`src/design/dbs_pkg.sv`:
```
// shared constants for the disk buffer support decode block
package dbs_pkg;

	// ---------------------------------------------------------------
	// local bus command addresses, six decoded bits
	// ---------------------------------------------------------------
	localparam logic [5:0] ADDR_HOST_CNT = 6'h20;
	localparam logic [5:0] ADDR_DISK_CNT = 6'h21;
	localparam logic [5:0] ADDR_CLR_SLEEP = 6'h22;
	localparam logic [5:0] ADDR_CLR_ECC = 6'h23;
	localparam logic [5:0] ADDR_DRQ_IRQ = 6'h24;
	localparam logic [5:0] ADDR_RD_PREF = 6'h25;
	localparam logic [5:0] ADDR_MULTI = 6'h26;
	localparam logic [5:0] ADDR_COUNT_IDLE = 6'h27;
	localparam int ADDR_DECODE_BITS = 6;

	// ---------------------------------------------------------------
	// reset values
	// ---------------------------------------------------------------
	localparam logic [7:0] RST_COUNTER = 8'h00;
	localparam logic [8:0] RST_SECTORS = 9'h000;
	localparam logic [7:0] RST_RDATA = 8'h00;

	// ---------------------------------------------------------------
	// diagnostic result codes
	// ---------------------------------------------------------------
	localparam logic [7:0] DIAG_NONE = 8'h00;
	localparam logic [7:0] DIAG_OK = 8'h01;
	localparam logic [7:0] DIAG_CTRL_ERR = 8'h02;
	localparam logic [7:0] DIAG_BUF_ERR = 8'h03;
	localparam logic [7:0] DIAG_PATH_ERR = 8'h04;
	localparam logic [7:0] DIAG_PROC_ERR = 8'h05;

	// ---------------------------------------------------------------
	// parameter block layout
	// ---------------------------------------------------------------
	localparam int PB_WORDS = 49;
	localparam int PB_CFG_LAST = 9;
	localparam int PB_SERIAL = 10;
	localparam int PB_SERIAL_LAST = 19;
	localparam int PB_TYPE = 20;
	localparam int PB_BUFSIZE = 21;
	localparam int PB_ECCBYTES = 22;
	localparam int PB_FW = 23;
	localparam int PB_FW_LAST = 26;
	localparam int PB_MODEL = 27;
	localparam int PB_MODEL_LAST = 46;
	localparam int PB_PER_INT = 47;
	localparam int PB_DWORD = 48;
	localparam logic [15:0] CTYPE_DUAL_CACHE = 16'h0003;
	localparam logic [15:0] BUF_UNITS = 16'h0020;
	localparam logic [15:0] LONG_ECC_BYTES = 16'h0004;
	localparam logic [15:0] SECT_PER_INT = 16'h0001;
	localparam logic [15:0] DWORD_NO = 16'h0000;

	// multi-sector sequencing
	typedef enum logic [1:0] {
		MS_IDLE,
		MS_RUN,
		MS_STOP
	} dbs_ms_e;

endpackage

```
`src/design/dbs_decode.sv`:
```
// local processor support command decoder with buffer counters
module dbs_decode
	import dbs_pkg::*;
#(
	parameter logic [159:0] CFG_WORDS = '0,
	parameter logic [159:0] SERIAL = '0,
	parameter logic [63:0] FW_REV = {8{8'h30}},
	parameter logic [319:0] MODEL = {40{8'h20}}
) (
	// clock and reset
	input wire logic clk,
	input wire logic reset_n,
	// local processor bus
	input wire logic [7:0] lcp_addr,
	input wire logic [7:0] lcp_wdata,
	input wire logic lcp_wr,
	input wire logic lcp_rd,
	output logic [7:0] lcp_rdata,
	output logic lcp_hit,
	// buffer byte transfer strobes
	input wire logic host_byte_xfer,
	input wire logic disk_byte_xfer,
	// sector progress and error reports
	input wire logic sector_done,
	input wire logic ctrl_fault,
	input wire logic uncorr_err,
	input wire logic corr_err,
	// diagnostic reports
	input wire logic diag_done,
	input wire logic diag_proc_ok,
	input wire logic diag_buf_ok,
	input wire logic diag_path_ok,
	input wire logic diag_ctrl_ok,
	// parameter block access
	input wire logic [5:0] param_index,
	output logic [15:0] param_data,
	// mode and status outputs
	output logic [7:0] host_block_cnt,
	output logic [7:0] disk_block_cnt,
	output logic host_drq,
	output logic host_irq,
	output logic busy,
	output logic sleep_mode,
	output logic idle_mode,
	output logic ecc7_mode,
	output logic read_mode,
	output logic prefetch,
	output logic multi_mode,
	output logic cmd_active,
	output logic cmd_terminated,
	output logic corrected_seen,
	output logic [8:0] sectors_left,
	output logic [7:0] error_code
);

	// ---------------------------------------------------------------
	// state
	// ---------------------------------------------------------------
	typedef struct packed {
		logic [7:0] host_cnt;
		logic [7:0] disk_cnt;
		logic drq;
		logic irq;
		logic busy;
		logic sleep;
		logic idle;
		logic ecc7;
		logic rd_mode;
		logic prefetch;
		logic multi;
		logic term;
		logic corr;
		logic [8:0] left;
		dbs_ms_e ms;
		logic active;
		logic [7:0] err;
		logic [7:0] rdata;
		logic hit;
		logic [15:0] pdata;
	} dbs_state_s;

	dbs_state_s st;
	dbs_state_s next_st;

	logic [5:0] dec_addr;
	logic sel;
	logic wr_sel;
	logic rd_sel;
	logic [15:0] rom_word;

	// ---------------------------------------------------------------
	// parameter table
	// ---------------------------------------------------------------
	dbs_param_rom #(
		.CFG_WORDS(CFG_WORDS),
		.SERIAL(SERIAL),
		.FW_REV(FW_REV),
		.MODEL(MODEL)
	) u_rom (
		.word_index(param_index),
		.word_data(rom_word)
	);

	// ---------------------------------------------------------------
	// address decode
	// ---------------------------------------------------------------
	// top two bits dropped, so every alias selects the same command
	assign dec_addr = lcp_addr[ADDR_DECODE_BITS-1:0];
	// only 20h-27h answer; task file, buffer regs and 30h-3Fh stay silent
	assign sel = (dec_addr[5:3] == ADDR_HOST_CNT[5:3]);
	// strobes come from the local processor only, no host path exists
	assign wr_sel = sel & lcp_wr;
	assign rd_sel = sel & lcp_rd & ~lcp_wr;

	// ---------------------------------------------------------------
	// next state
	// ---------------------------------------------------------------
	always_comb begin
		next_st = st;
		// one-cycle pulses fall back unless retriggered
		next_st.irq = 1'b0;
		next_st.prefetch = 1'b0;
		next_st.hit = sel & (lcp_wr | lcp_rd);
		next_st.rdata = RST_RDATA;
		next_st.pdata = rom_word;

		// counters step per byte moved on their own side
		if (host_byte_xfer) begin
			next_st.host_cnt = st.host_cnt + 8'h01;
		end
		if (disk_byte_xfer) begin
			next_st.disk_cnt = st.disk_cnt + 8'h01;
		end
		// a finished sector retires the pending data request
		if (sector_done) begin
			next_st.drq = 1'b0;
		end

		// multi-sector sequencing
		unique case (st.ms)
			MS_IDLE: begin
			end
			MS_RUN: begin
				if (ctrl_fault | uncorr_err) begin
					// host must issue a new command to go on
					next_st.ms = MS_STOP;
					next_st.term = 1'b1;
				end else if (sector_done) begin
					// 9-bit count so a load of zero runs 256 sectors
					next_st.left = st.left - 9'h001;
					if (st.left == 9'h001 || !st.multi) begin
						next_st.ms = MS_IDLE;
					end
				end
				// corrected data only noted, transfer continues
				if (corr_err) begin
					next_st.corr = 1'b1;
				end
			end
			MS_STOP: begin
			end
		endcase

		// diagnostic result, worst failure reported first
		if (diag_done) begin
			if (!diag_proc_ok) begin
				next_st.err = DIAG_PROC_ERR;
			end else if (!diag_buf_ok) begin
				next_st.err = DIAG_BUF_ERR;
			end else if (!diag_path_ok) begin
				next_st.err = DIAG_PATH_ERR;
			end else if (!diag_ctrl_ok) begin
				next_st.err = DIAG_CTRL_ERR;
			end else begin
				next_st.err = DIAG_OK;
			end
		end

		// local writes, acted on in the selecting cycle only
		if (wr_sel) begin
			unique case (dec_addr)
				ADDR_HOST_CNT: begin
					next_st.host_cnt = lcp_wdata;
				end
				ADDR_DISK_CNT: begin
					next_st.disk_cnt = lcp_wdata;
				end
				ADDR_CLR_SLEEP: begin
					next_st.host_cnt = RST_COUNTER;
				end
				ADDR_CLR_ECC: begin
					next_st.disk_cnt = RST_COUNTER;
				end
				ADDR_DRQ_IRQ: begin
					// set wins over a same-cycle sector retire
					next_st.drq = 1'b1;
				end
				ADDR_RD_PREF: begin
					next_st.rd_mode = 1'b1;
				end
				ADDR_MULTI: begin
					next_st.multi = 1'b1;
				end
				ADDR_COUNT_IDLE: begin
					// a load opens a new command and wakes the logic
					next_st.left = (lcp_wdata == 8'h00) ? 9'h100 : {1'b0, lcp_wdata};
					next_st.ms = MS_RUN;
					next_st.term = 1'b0;
					next_st.corr = 1'b0;
					next_st.busy = 1'b1;
					next_st.sleep = 1'b0;
					next_st.idle = 1'b0;
				end
				default: begin
				end
			endcase
		end

		// local reads; returned data only valid for the counters
		if (rd_sel) begin
			unique case (dec_addr)
				ADDR_HOST_CNT: begin
					next_st.rdata = st.host_cnt;
				end
				ADDR_DISK_CNT: begin
					next_st.rdata = st.disk_cnt;
				end
				ADDR_CLR_SLEEP: begin
					next_st.sleep = 1'b1;
					next_st.busy = 1'b0;
				end
				ADDR_CLR_ECC: begin
					next_st.ecc7 = 1'b1;
				end
				ADDR_DRQ_IRQ: begin
					next_st.irq = 1'b1;
				end
				ADDR_RD_PREF: begin
					next_st.prefetch = 1'b1;
				end
				ADDR_MULTI: begin
					next_st.multi = 1'b0;
				end
				ADDR_COUNT_IDLE: begin
					next_st.idle = 1'b1;
				end
				default: begin
				end
			endcase
		end

		// run flag kept in its own flop so the output needs no decode
		next_st.active = (next_st.ms == MS_RUN);
	end

	// ---------------------------------------------------------------
	// state register
	// ---------------------------------------------------------------
	// strobes are assumed single-cycle, so each fires once
	always_ff @(posedge clk or negedge reset_n) begin
		if (!reset_n) begin
			st <= '0;
			st.ms <= MS_IDLE;
			st.err <= DIAG_NONE;
			st.left <= RST_SECTORS;
		end else begin
			st <= next_st;
		end
	end

	// ---------------------------------------------------------------
	// outputs, all straight from the state register
	// ---------------------------------------------------------------
	assign lcp_rdata = st.rdata;
	assign lcp_hit = st.hit;
	assign param_data = st.pdata;
	assign host_block_cnt = st.host_cnt;
	assign disk_block_cnt = st.disk_cnt;
	assign host_drq = st.drq;
	assign host_irq = st.irq;
	assign busy = st.busy;
	assign sleep_mode = st.sleep;
	assign idle_mode = st.idle;
	assign ecc7_mode = st.ecc7;
	assign read_mode = st.rd_mode;
	assign prefetch = st.prefetch;
	assign multi_mode = st.multi;
	assign cmd_active = st.active;
	assign cmd_terminated = st.term;
	assign corrected_seen = st.corr;
	assign sectors_left = st.left;
	assign error_code = st.err;

endmodule

```
`src/design/dbs_param_rom.sv`:
```
// parameter block word table handed to the host
module dbs_param_rom
	import dbs_pkg::*;
#(
	parameter logic [159:0] CFG_WORDS = '0,
	parameter logic [159:0] SERIAL = '0,
	parameter logic [63:0] FW_REV = {8{8'h30}},
	parameter logic [319:0] MODEL = {40{8'h20}}
) (
	// word select and data
	input wire logic [5:0] word_index,
	output logic [15:0] word_data
);

	int idx;

	// fixed table lookup, out-of-range words read zero
	always_comb begin
		idx = int'(word_index);
		word_data = 16'h0000;
		if (idx <= PB_CFG_LAST) begin
			word_data = CFG_WORDS[159 - 16*idx -: 16];
		end else if (idx <= PB_SERIAL_LAST) begin
			word_data = SERIAL[159 - 16*(idx - PB_SERIAL) -: 16];
		end else if (idx == PB_TYPE) begin
			word_data = CTYPE_DUAL_CACHE;
		end else if (idx == PB_BUFSIZE) begin
			word_data = BUF_UNITS;
		end else if (idx == PB_ECCBYTES) begin
			word_data = LONG_ECC_BYTES;
		end else if (idx <= PB_FW_LAST) begin
			word_data = FW_REV[63 - 16*(idx - PB_FW) -: 16];
		end else if (idx <= PB_MODEL_LAST) begin
			word_data = MODEL[319 - 16*(idx - PB_MODEL) -: 16];
		end else if (idx == PB_PER_INT) begin
			word_data = SECT_PER_INT;
		end else if (idx == PB_DWORD) begin
			word_data = DWORD_NO;
		end
	end

endmodule

```
`config.mk`:
```
export PLATFORM = sky130hd
export DESIGN_NAME = dbs_decode
export DESIGN_NICKNAME = d
export VERILOG_FILES = /design/src/design/dbs_pkg.sv /design/src/design/dbs_decode.sv /design/src/design/dbs_param_rom.sv
export SDC_FILE = /design/constraint.sdc
export NUM_CORES = 1
export LEC_CHECK = 0
export BUFFER_PORTS_ARGS = -buffer_cell sky130_fd_sc_hd__buf_4
export CAP_MARGIN = 20
export CORE_AREA = 2 2 102 104
export CTS_BUF_LIST = sky130_fd_sc_hd__clkbuf_16
export DETAILED_ROUTE_END_ITERATION = 7
export DIE_AREA = 0 0 104 106
export MAX_ROUTING_LAYER = met4
export PLACE_DENSITY_LB_ADDON = 0.05
export SYNTH_ARGS = -nofsm -noshare
export SYNTH_HDL_FRONTEND = slang
export SYNTH_HIERARCHICAL = 1
export SYNTH_SLANG_ARGS = --single-unit
```
`constraint.sdc`:
```
create_clock -name clk -period 4.5 [get_ports clk]
set_input_delay 0.9 -clock clk [delete_from_list [all_inputs] [get_ports clk]]
set_output_delay 0.9 -clock clk [all_outputs]
set_load 0.02 [all_outputs]
```
==> results.cfg, run 1 <==
[timing]
worst_slack_ns = 1.914
period_share_pct = 57.46
finalCriticalPeriod_ns = 2.586
max_freq_mhz = 386.7
slew_viol_final = 0
finalHoldViolations = 0
rsz0062_at_grt = no
finalSetupTns_ns = 0
skew_ns = 0.004609
max-slew-margin-rel_pct = 42.88
tightest_slew_ns = 0.8568
hold_slack_ns = 0.4685
finalSetupViolCount = 0

[clocking]
cts_setup_buffers = 0
cts-resized-gates = 0
clock_path_buffers = 2
cts.sinks = 67
clk_latency_ns = 0.33
htreeDepth = 3
cts_tree = yes
path_clk_slew_ns = 0.05
root_buffer = clkbuf_16
numCtsBuffers = 9
holdBufCountCts = 0

[floorplan]
die_area_um2 = 11020
initial_utilization_pct = 39.20
core_area_um2 = 10000
die_h_um = 106
placementRows = 37
die_w_um = 104
io-pin-count = 107

[finish]
fin_util_pct = 45.58
layout.nets = 477
syn2layout_area_growth_pct = 16.28
drive_gt1_share_pct = 28.97
nFillCells = 1009
seqCellArea_um2 = 1677
antennaDiodeCount = 0
multi_input_area_um2 = 1634

[synthesis]
postSynthAreaPerCell_um2 = 10.08
yosys.area.top_type = dfrtp_1
synth_top_area_share_pct = 42.77
ys_top_cells_by_count = 68 x buf_4, 67 x dfrtp_1, 28 x nand2_1
synth.most_common_cell = buf_4
ys_warn_count = 6
yosys_most_used_dff = dfrtp_1
ys_seq_elements = 67
ys_types = 62
synthArstFlopShare_pct = 100.0
ys_seq_area_share_pct = 42.77
synth_area_um2 = 3920
synthTopCellsByArea = dfrtp_1 43%, buf_4 13%, o2bb2ai_1 3.6%
synth-edff-count = 0
syn_inst = 389

[critical_path]
worst_setup_path_start_kind = input pin
critPathRequiredTime_ns = 4.75
path_class = in -> reg
r2r_cells = 4
reg2reg_from = st[35]
ff2ff_setup_slack_ns = 2.72
rr_endpoint = sectors_left[7]
cp-end-kind = flip-flop
critPathArrivalTime_ns = 2.83
path_max_fanout = 7

[power_and_ir_drop]
power_density_nw_per_um2 = 440.5
finalPower_uw = 2008
p_leak_uw = 0.002115
vdd_ir_drop_max_mv = 0.1670

[global_routing]
gr-total-overflow = 0
antenna_found_initial = 0
grt_usage_pct = 16.81
grt_pass1_wl_um = 13940
grt_max_degree = 68
grt_pass1_vias = 2673

[place]
hpwlAfterDp_um = 6309
dp_slack_ns = 1.579
gp_congestion = 0.7912
io_buffers = 99

[drt]
dr.pass1.iters = 4
wire_per_inst_um = 15.29
drc = 0
drtAntennaViolNets = 0
num_vias = 2743
drt_wl_total_um = 8731
drt-initial-drc-count = 114
routed_via_density = 4.804

[job]
cap_viol_max_count = 0

[min_path]
hold_path_depth = 1
whs_endpoint = read_mode
min_from = read_mode
worstHoldPathType = reg -> reg

[run_status]
status = completed
## power breakdown
part / total, uW / internal, uW / switching [uW] / leakage (uW)
Combinational: 524 / 240 / 284 / 0.00110
Sequential: 821 / 690 / 131 / 0.000866
Clock: 663 / 417 / 247 / 0.000146
Total: 2010 / 1350 / 661 / 0.00212
## cells in the final DEF, fill, tap and decap left out, drive strengths merged, types with 10 or more instances in the layout
master   Yosys  routed
buf         77     100
conb         2      14
dfrtp       67      67
ha          10      10
inv         13      16
nand2       28      28
nor2        27      27
o21ai       16      16
o2bb2ai     16      16
xnor2       17      17
xor2        11      11
## cells by family (layout without fill, tap and decap cells)
kind of cell	after synthesis	after routing	share of synthesized area (%)
simple gates	113	113	16.76
buf+inv	95	129	16.69
compound gates	70	70	12.89
flops	67	67	42.77
xor+xnor	28	28	6.447
fa+ha+maj	11	11	3.447
mux	3	3	0.7980
other cells	2	14	0.1916
## per-stage QoR
step           instance area, um2  cells
6_report                     4558    571
3_5_place_dp                 4280    555
2_1_floorplan                3965    401
3_3_place_gp                 4280    555
4_1_cts                      4558    571
5_1_grt                      4558    571
## cell type report
| cell class | instances | area share, % |
|---|---|---|
| inverter | 13 | 1.071 |
| clock inverter | 7 | 1.153 |
| clock buffer | 9 | 4.941 |
| timing repair buffer | 100 | 16.47 |
| multi-input combinational | 239 | 35.85 |
| sequential | 67 | 36.78 |
| tap | 136 | 3.733 |
## how the worst max path moves through the flow
stage / start / end / cells after the start
finish: param_index[0] / param_data[5] / 10
detailed placement: param_index[0] / param_data[5] / 10
global route: param_index[0] / param_data[5] / 10
floorplan: param_index[0] / param_data[5] / 10
CTS: param_index[0] / param_data[5] / 10
global placement: param_index[0] / param_data[5] / 10
## worst max-delay path, cell delays in order
cell and delay [ns]:
buf_4 0.14, ha_1 0.31, xnor2_2 0.22, inv_1 0.07, ha_1 0.23, xor2_1 0.16, xnor2_1 0.15, o22ai_1 0.08
or3_1 0.39, a31oi_1 0.18
## sequential cells by signal (all words and copies together) (netlist names)
register / cells
busy: 1
error_code: 3
lcp_hit: 1
ecc7_mode: 1
lcp_rdata: 8
host_drq: 1
cmd_terminated: 1
host_irq: 1
read_mode: 1
st: 2
prefetch: 1
host_block_cnt: 8
cmd_active: 1
disk_block_cnt: 8
corrected_seen: 1
sleep_mode: 1
param_data: 16
sectors_left: 9
multi_mode: 1
idle_mode: 1
## metal layers
metal	wire, um	GRT usage, %
met4	225	8.591
met3	450	4.598
met1	4049	20.91
met2	4006	25.23
met5	0	-
No activity file was read; power rests on OpenSTA's default activity.
==> run 2: changes to the inputs <==
Settings changed: ABC_AREA from default to 1, CORE_AREA 2 2 102 104 to 2 2 103 105, DIE_AREA 0 0 104 106 to 0 0 105 107.
Clock period 4.5 ns to 2.35 ns, I/O delays scaled along.
==> run 2 against run 1 <==
Against the previous run: via count grew 14%; hold slack lost 0.37 ns; non-clock buffer count grew 4; clock power grew 84%; worst setup slack lost 1.4 ns; combinational power grew 130%; design area grew 3.0%; die area grew 1.9%; total power grew 99%; synthesized area grew 1.1%; global-route usage grew 0.13 points; critical endpoint unchanged; highest routed layer unchanged.
==> results.cfg, run 2 <==
[critical_path]
path_max_fanout = 4
slowest_stage = ha_1
critPathMaxStageDelay_ns = 0.28
critPathArrivalTime_ns = 2.12
path_class = in -> reg
cp_common_cell = nand2_1
cp-end-kind = flip-flop
worst_setup_path_start_kind = input pin
r2r_cells = 6
critPathRequiredTime_ns = 2.61
reg2reg_from = disk_block_cnt[0]
cp_cell_sequence = buf_4 -> ha_1 -> inv_1 -> nand2_1 -> nand2_2 -> inv_1 -> ha_1 -> or2_0 -> nand3_1 -> nand2_1 -> nor2_1 -> nand2_1 -> nand3_1 -> nand2_1 -> inv_1
ff2ff_setup_slack_ns = 0.85
rr_endpoint = disk_block_cnt[6]

[finish]
final_cell_mix = 103 x buf_4, 101 x nand2_1, 67 x dfrtp_1
nFillCells = 1020
layout.nets = 589
largest_register_ffs = 16
drive_gt1_share_pct = 25.23
layout_commonest_cell = buf_4
syn2layout_area_growth_pct = 18.37
finish.instance_area_um2 = 4693
antennaDiodeCount = 0

[place]
gp_congestion = 0.8421
hpwlAfterDp_um = 6908
dp_slack_ns = 0.1601
io_buffers = 99
placed_area_um2 = 4424

[timing]
period_share_pct = 79.13
max_freq_mhz = 537.8
finalSetupViolCount = 0
rsz0062_at_grt = no
finalHoldViolations = 0
slew_viol_final = 0
finalCriticalPeriod_ns = 1.860
skew_ns = 0.007057
finalSetupTns_ns = 0
worst_slack_ns = 0.4904

[clocking]
cts_tree = yes
cts.sinks = 67
root_buffer = clkbuf_16
numCtsBuffers = 9
path_clk_slew_ns = 0.06
htreeDepth = 3
cts_setup_buffers = 0
clock_path_buffers = 2
holdBufCountCts = 0
clk_latency_ns = 0.32
cts-resized-gates = 0

[global_routing]
grt_pass1_vias = 3037
antenna_found_initial = 0
grt_pass1_wl_um = 14680
grt_usage_pct = 16.94
grt_max_degree = 37
gr-total-overflow = 0

[synthesis]
ys_seq_elements = 67
synth_area_um2 = 3965
synth-edff-count = 0
ys_seq_area_share_pct = 42.28
ys_warn_count = 6
ys_types = 37
yosys.area.top_type = dfrtp_1
postSynthAreaPerCell_um2 = 8.125
yosys_most_used_dff = dfrtp_1
syn_inst = 488
synthArstFlopShare_pct = 100.0
synthTopCellsByArea = dfrtp_1 42%, buf_4 13%, nand2_1 9.6%
synth_top_area_share_pct = 42.28
ys_top_cells_by_count = 101 x nand2_1, 69 x buf_4, 67 x dfrtp_1
synth.most_common_cell = nand2_1

[drt]
drt-initial-drc-count = 75
drc = 0
wire_per_inst_um = 13.05
drtAntennaViolNets = 0
drt_wl_total_um = 8914
dr.pass1.iters = 6
routed_via_density = 4.567
num_vias = 3119

[run_status]
status = completed

[floorplan]
io-pin-count = 107
core_area_um2 = 10090
die_area_um2 = 11240
die_w_um = 105
die_h_um = 107
initial_utilization_pct = 39.29
placementRows = 37

[power_and_ir_drop]
vdd_ir_drop_max_mv = 0.4032
p_leak_uw = 0.002427
power_density_nw_per_um2 = 850.2

[min_path]
worstHoldPathType = in -> async

[job]
cap_viol_max_count = 0
-- run 2: cell count changes in the layout (fill, tap and decap cells not counted), moves of 5 or more --
cell / delta
o22ai_1: +11
xnor2_1: -12
a21oi_1: +10
nand4_1: -5
inv_1: +40
o2bb2ai_1: -16
nor2_1: +18
nand2_1: +73
a22oi_1: -8
nand3_1: +23
-- run 2: worst max-delay path by stage --
stage                               from            end  slack, ns  cells past startpoint
after floorplan           param_index[0]  param_data[5]       0.47                     14
after global placement    param_index[0]  param_data[5]       0.19                     15
after detailed placement  param_index[0]  param_data[5]       0.16                     15
after CTS                 param_index[0]  param_data[5]       0.49                     15
after global routing      param_index[0]  param_data[5]       0.31                     15
final                     param_index[0]  param_data[5]       0.49                     15
-- run 2: kinds of logic after synthesis --
kind of cell,synth area share (%)
adders and majority gates,3.156
xor gates and xnor gates,3.534
muxes,0.5049
other,0.1894
AOI/OAI and AO/OA,8.015
DFF,42.28
buffers and inverters,19.63
and+or+nand+nor,22.69
-- run 2: final cells by class --
| cell class | count | area (um2) | share of cell area, % |
|---|---|---|---|
| clock buffer | 9 | 225.2 | 4.799 |
| clock inverter | 7 | 43.79 | 0.9331 |
| inverter | 61 | 229.0 | 4.879 |
| multi-input combinational | 299 | 1555 | 33.14 |
| sequential | 67 | 1677 | 35.72 |
| tap | 136 | 170.2 | 3.626 |
| timing repair buffer | 104 | 793.3 | 16.90 |
-- run 2: metal layers --
metal	up-vias	wire, um	part of all wire, %	global-route usage [%]
met5	-	0	0	-
met4	0	145	1.6	5.238
met3	12	514	5.8	4.863
met2	79	4209	47	26.81
met1	1452	4045	45	21.13
li1	1576	-	-	-
-- run 2: power by group --
| part | internal, uW | total [uW] | switching, uW |
|---|---|---|---|
| clock network | 709 | 1220 | 508 |
| logic | 520 | 1190 | 670 |
| registers | 1360 | 1580 | 228 |
-- run 2: worst max-delay path: cells and delay by family --
family,cells,cell delay [ns]
and+or+nand+nor,9,0.82
adders and majority gates,2,0.51
buffers and inverters,4,0.31
-- run 2: per-stage QoR --
| step | power [uW] | util (%) | hold slack [ns] | cells |
|---|---|---|---|---|
| 6_report | 3990 | 46.50 | 0.1028 | 683 |
| 4_1_cts | 4040 | 46.50 | 0.1211 | 683 |
| 5_1_grt | 4246 | 46.50 | 0.1387 | 683 |
| 2_1_floorplan | 2521 | - | 0.1744 | 500 |
| 3_5_place_dp | 2804 | 43.84 | 0.4609 | 667 |
| 3_3_place_gp | 2790 | 43.84 | 0.4595 | 667 |
==> run 3: changes to the inputs <==
Clock period 2.35 ns to 1.7 ns, I/O delays scaled along.
==> run 3 against run 2 <==
Against the previous run: first-iteration DRC count is 33% higher; clock skew decreased by 0.00061 ns; cell count rose by 3.4%; hold slack better by 0.11 ns; combinational power grew 42%; sequential share of layout area decreased by 1.6 points.
==> results.cfg, run 3 (synthesized netlist as in run 2, its figures left out) <==
[timing]
rsz0062_at_grt = no
finalSetupViolCount = 0
skew_ns = 0.006448
worst_slack_ns = 0.1500
finalSetupTns_ns = 0
slew_viol_final = 0
period_share_pct = 91.18
finalHoldViolations = 0
finalCriticalPeriod_ns = 1.550
max_freq_mhz = 645.2

[floorplan]
io-pin-count = 107
placementRows = 37
die_h_um = 107
die_w_um = 105
die_area_um2 = 11240
core_area_um2 = 10090
initial_utilization_pct = 39.29

[clocking]
numCtsBuffers = 9
root_buffer = clkbuf_16
htreeDepth = 3
cts_setup_buffers = 0
clk_latency_ns = 0.33
path_clk_slew_ns = 0.06
cts.sinks = 67
clock_path_buffers = 2
cts-resized-gates = 0
cts_tree = yes

[drt]
drt_wl_total_um = 9207
wire_per_inst_um = 13.04
drtAntennaViolNets = 0
drc = 0
drt-initial-drc-count = 100
routed_via_density = 4.455
dr.pass1.iters = 4
num_vias = 3145

[global_routing]
grt_pass1_vias = 3168
grt_max_degree = 32
gr-total-overflow = 0
grt_usage_pct = 17.81
antenna_found_initial = 0
grt_pass1_wl_um = 15230

[finish]
final_cell_mix = 124 x buf_4, 101 x nand2_1, 67 x dfrtp_1
final_cells = 706
largest_register_ffs = 16
drive_gt1_share_pct = 28.42
multi_input_area_um2 = 1558
fin_util_pct = 48.64
nFillCells = 1019
layout.nets = 612
layout_commonest_cell = buf_4
seqCellArea_um2 = 1677
antennaDiodeCount = 0
syn2layout_area_growth_pct = 23.79

[place]
hpwlAfterDp_um = 7150
dp_slack_ns = -0.2005
dp_cells = 689
gp_congestion = 0.8658
io_buffers = 99

[min_path]
worstHoldPathType = in -> reg
whs_endpoint = error_code[0]
min_from = diag_proc_ok
hold_path_depth = 2

[job]
cap_viol_max_count = 0

[critical_path]
critPathArrivalTime_ns = 1.82
critPathRequiredTime_ns = 1.97
rr_endpoint = disk_block_cnt[6]
r2r_cells = 6
ff2ff_setup_slack_ns = 0.22
cp-end-kind = flip-flop
worstSetupStartpoint = param_index[0]
path_class = in -> reg
path_max_fanout = 3
reg2reg_from = disk_block_cnt[0]
worst_setup_path_start_kind = input pin

[power_and_ir_drop]
power_density_nw_per_um2 = 1165
p_leak_uw = 0.002554
vdd_ir_drop_max_mv = 0.5249

[run_status]
status = completed
==> run 3: worst max-delay path, stage by stage <==
cell     delay [ns]
buf_4          0.11
ha_2           0.19
inv_2          0.06
nand2_1        0.07
nand2_2        0.08
inv_2          0.04
ha_1           0.27
or2_0          0.21
nand3_1        0.08
nand2_1        0.05
nor2_1         0.09
nand2_1        0.07
nand3_1        0.07
nand2_1        0.05
inv_1          0.04
==> run 3: how the worst max path moves through the flow <==
stage,endpoint,cells after the start
6_report,param_data[5],15
2_1_floorplan,param_data[5],14
5_1_grt,param_data[5],15
3_3_place_gp,param_data[5],15
3_5_place_dp,param_data[5],15
4_1_cts,param_data[5],15
==> run 3: through the flow <==
step | hold WS (ns) | total power [uW] | area, um2
6_report | 0.2154 | 5716 | 4908
5_1_grt | 0.2106 | 6092 | 4908
4_1_cts | 0.2108 | 5788 | 4908
3_5_place_dp | 0.2702 | 3923 | 4604
3_3_place_gp | 0.2717 | 3899 | 4604
2_1_floorplan | 0.04441 | 3487 | 4013
==> run 3: layout make-up <==
| class | instances | area share, % |
|---|---|---|
| Sequential cell | 67 | 34.16 |
| Multi-Input combinational cell | 299 | 31.74 |
| Timing Repair Buffer | 127 | 19.98 |
| Inverter | 61 | 4.665 |
| Clock buffer | 9 | 4.588 |
| Tap cell | 136 | 3.467 |
| Clock inverter | 7 | 1.402 |
==> run 3: repair_timing <==
action | CTS | global route
hold endpoints to repair | 22 | 0
setup endpoints to repair | 0 | 1
hold buffers | 1 | 0
==> run 3: metal layers <==
layer	wire, um	up-vias	global-route usage, %	share of wire [%]
met5	0	-	-	0
met4	164	0	6.381	1.8
met3	599	14	5.410	6.5
met2	4347	85	28.39	47
met1	4095	1430	21.52	44
li1	-	1616	-	-
==> run 3: report_power, final <==
part	leakage [uW]	internal, uW	switching, uW
registers	0.000853	1870	316
logic	0.00155	756	939
clock network	0.000147	1130	700
total	0.00255	3760	1960
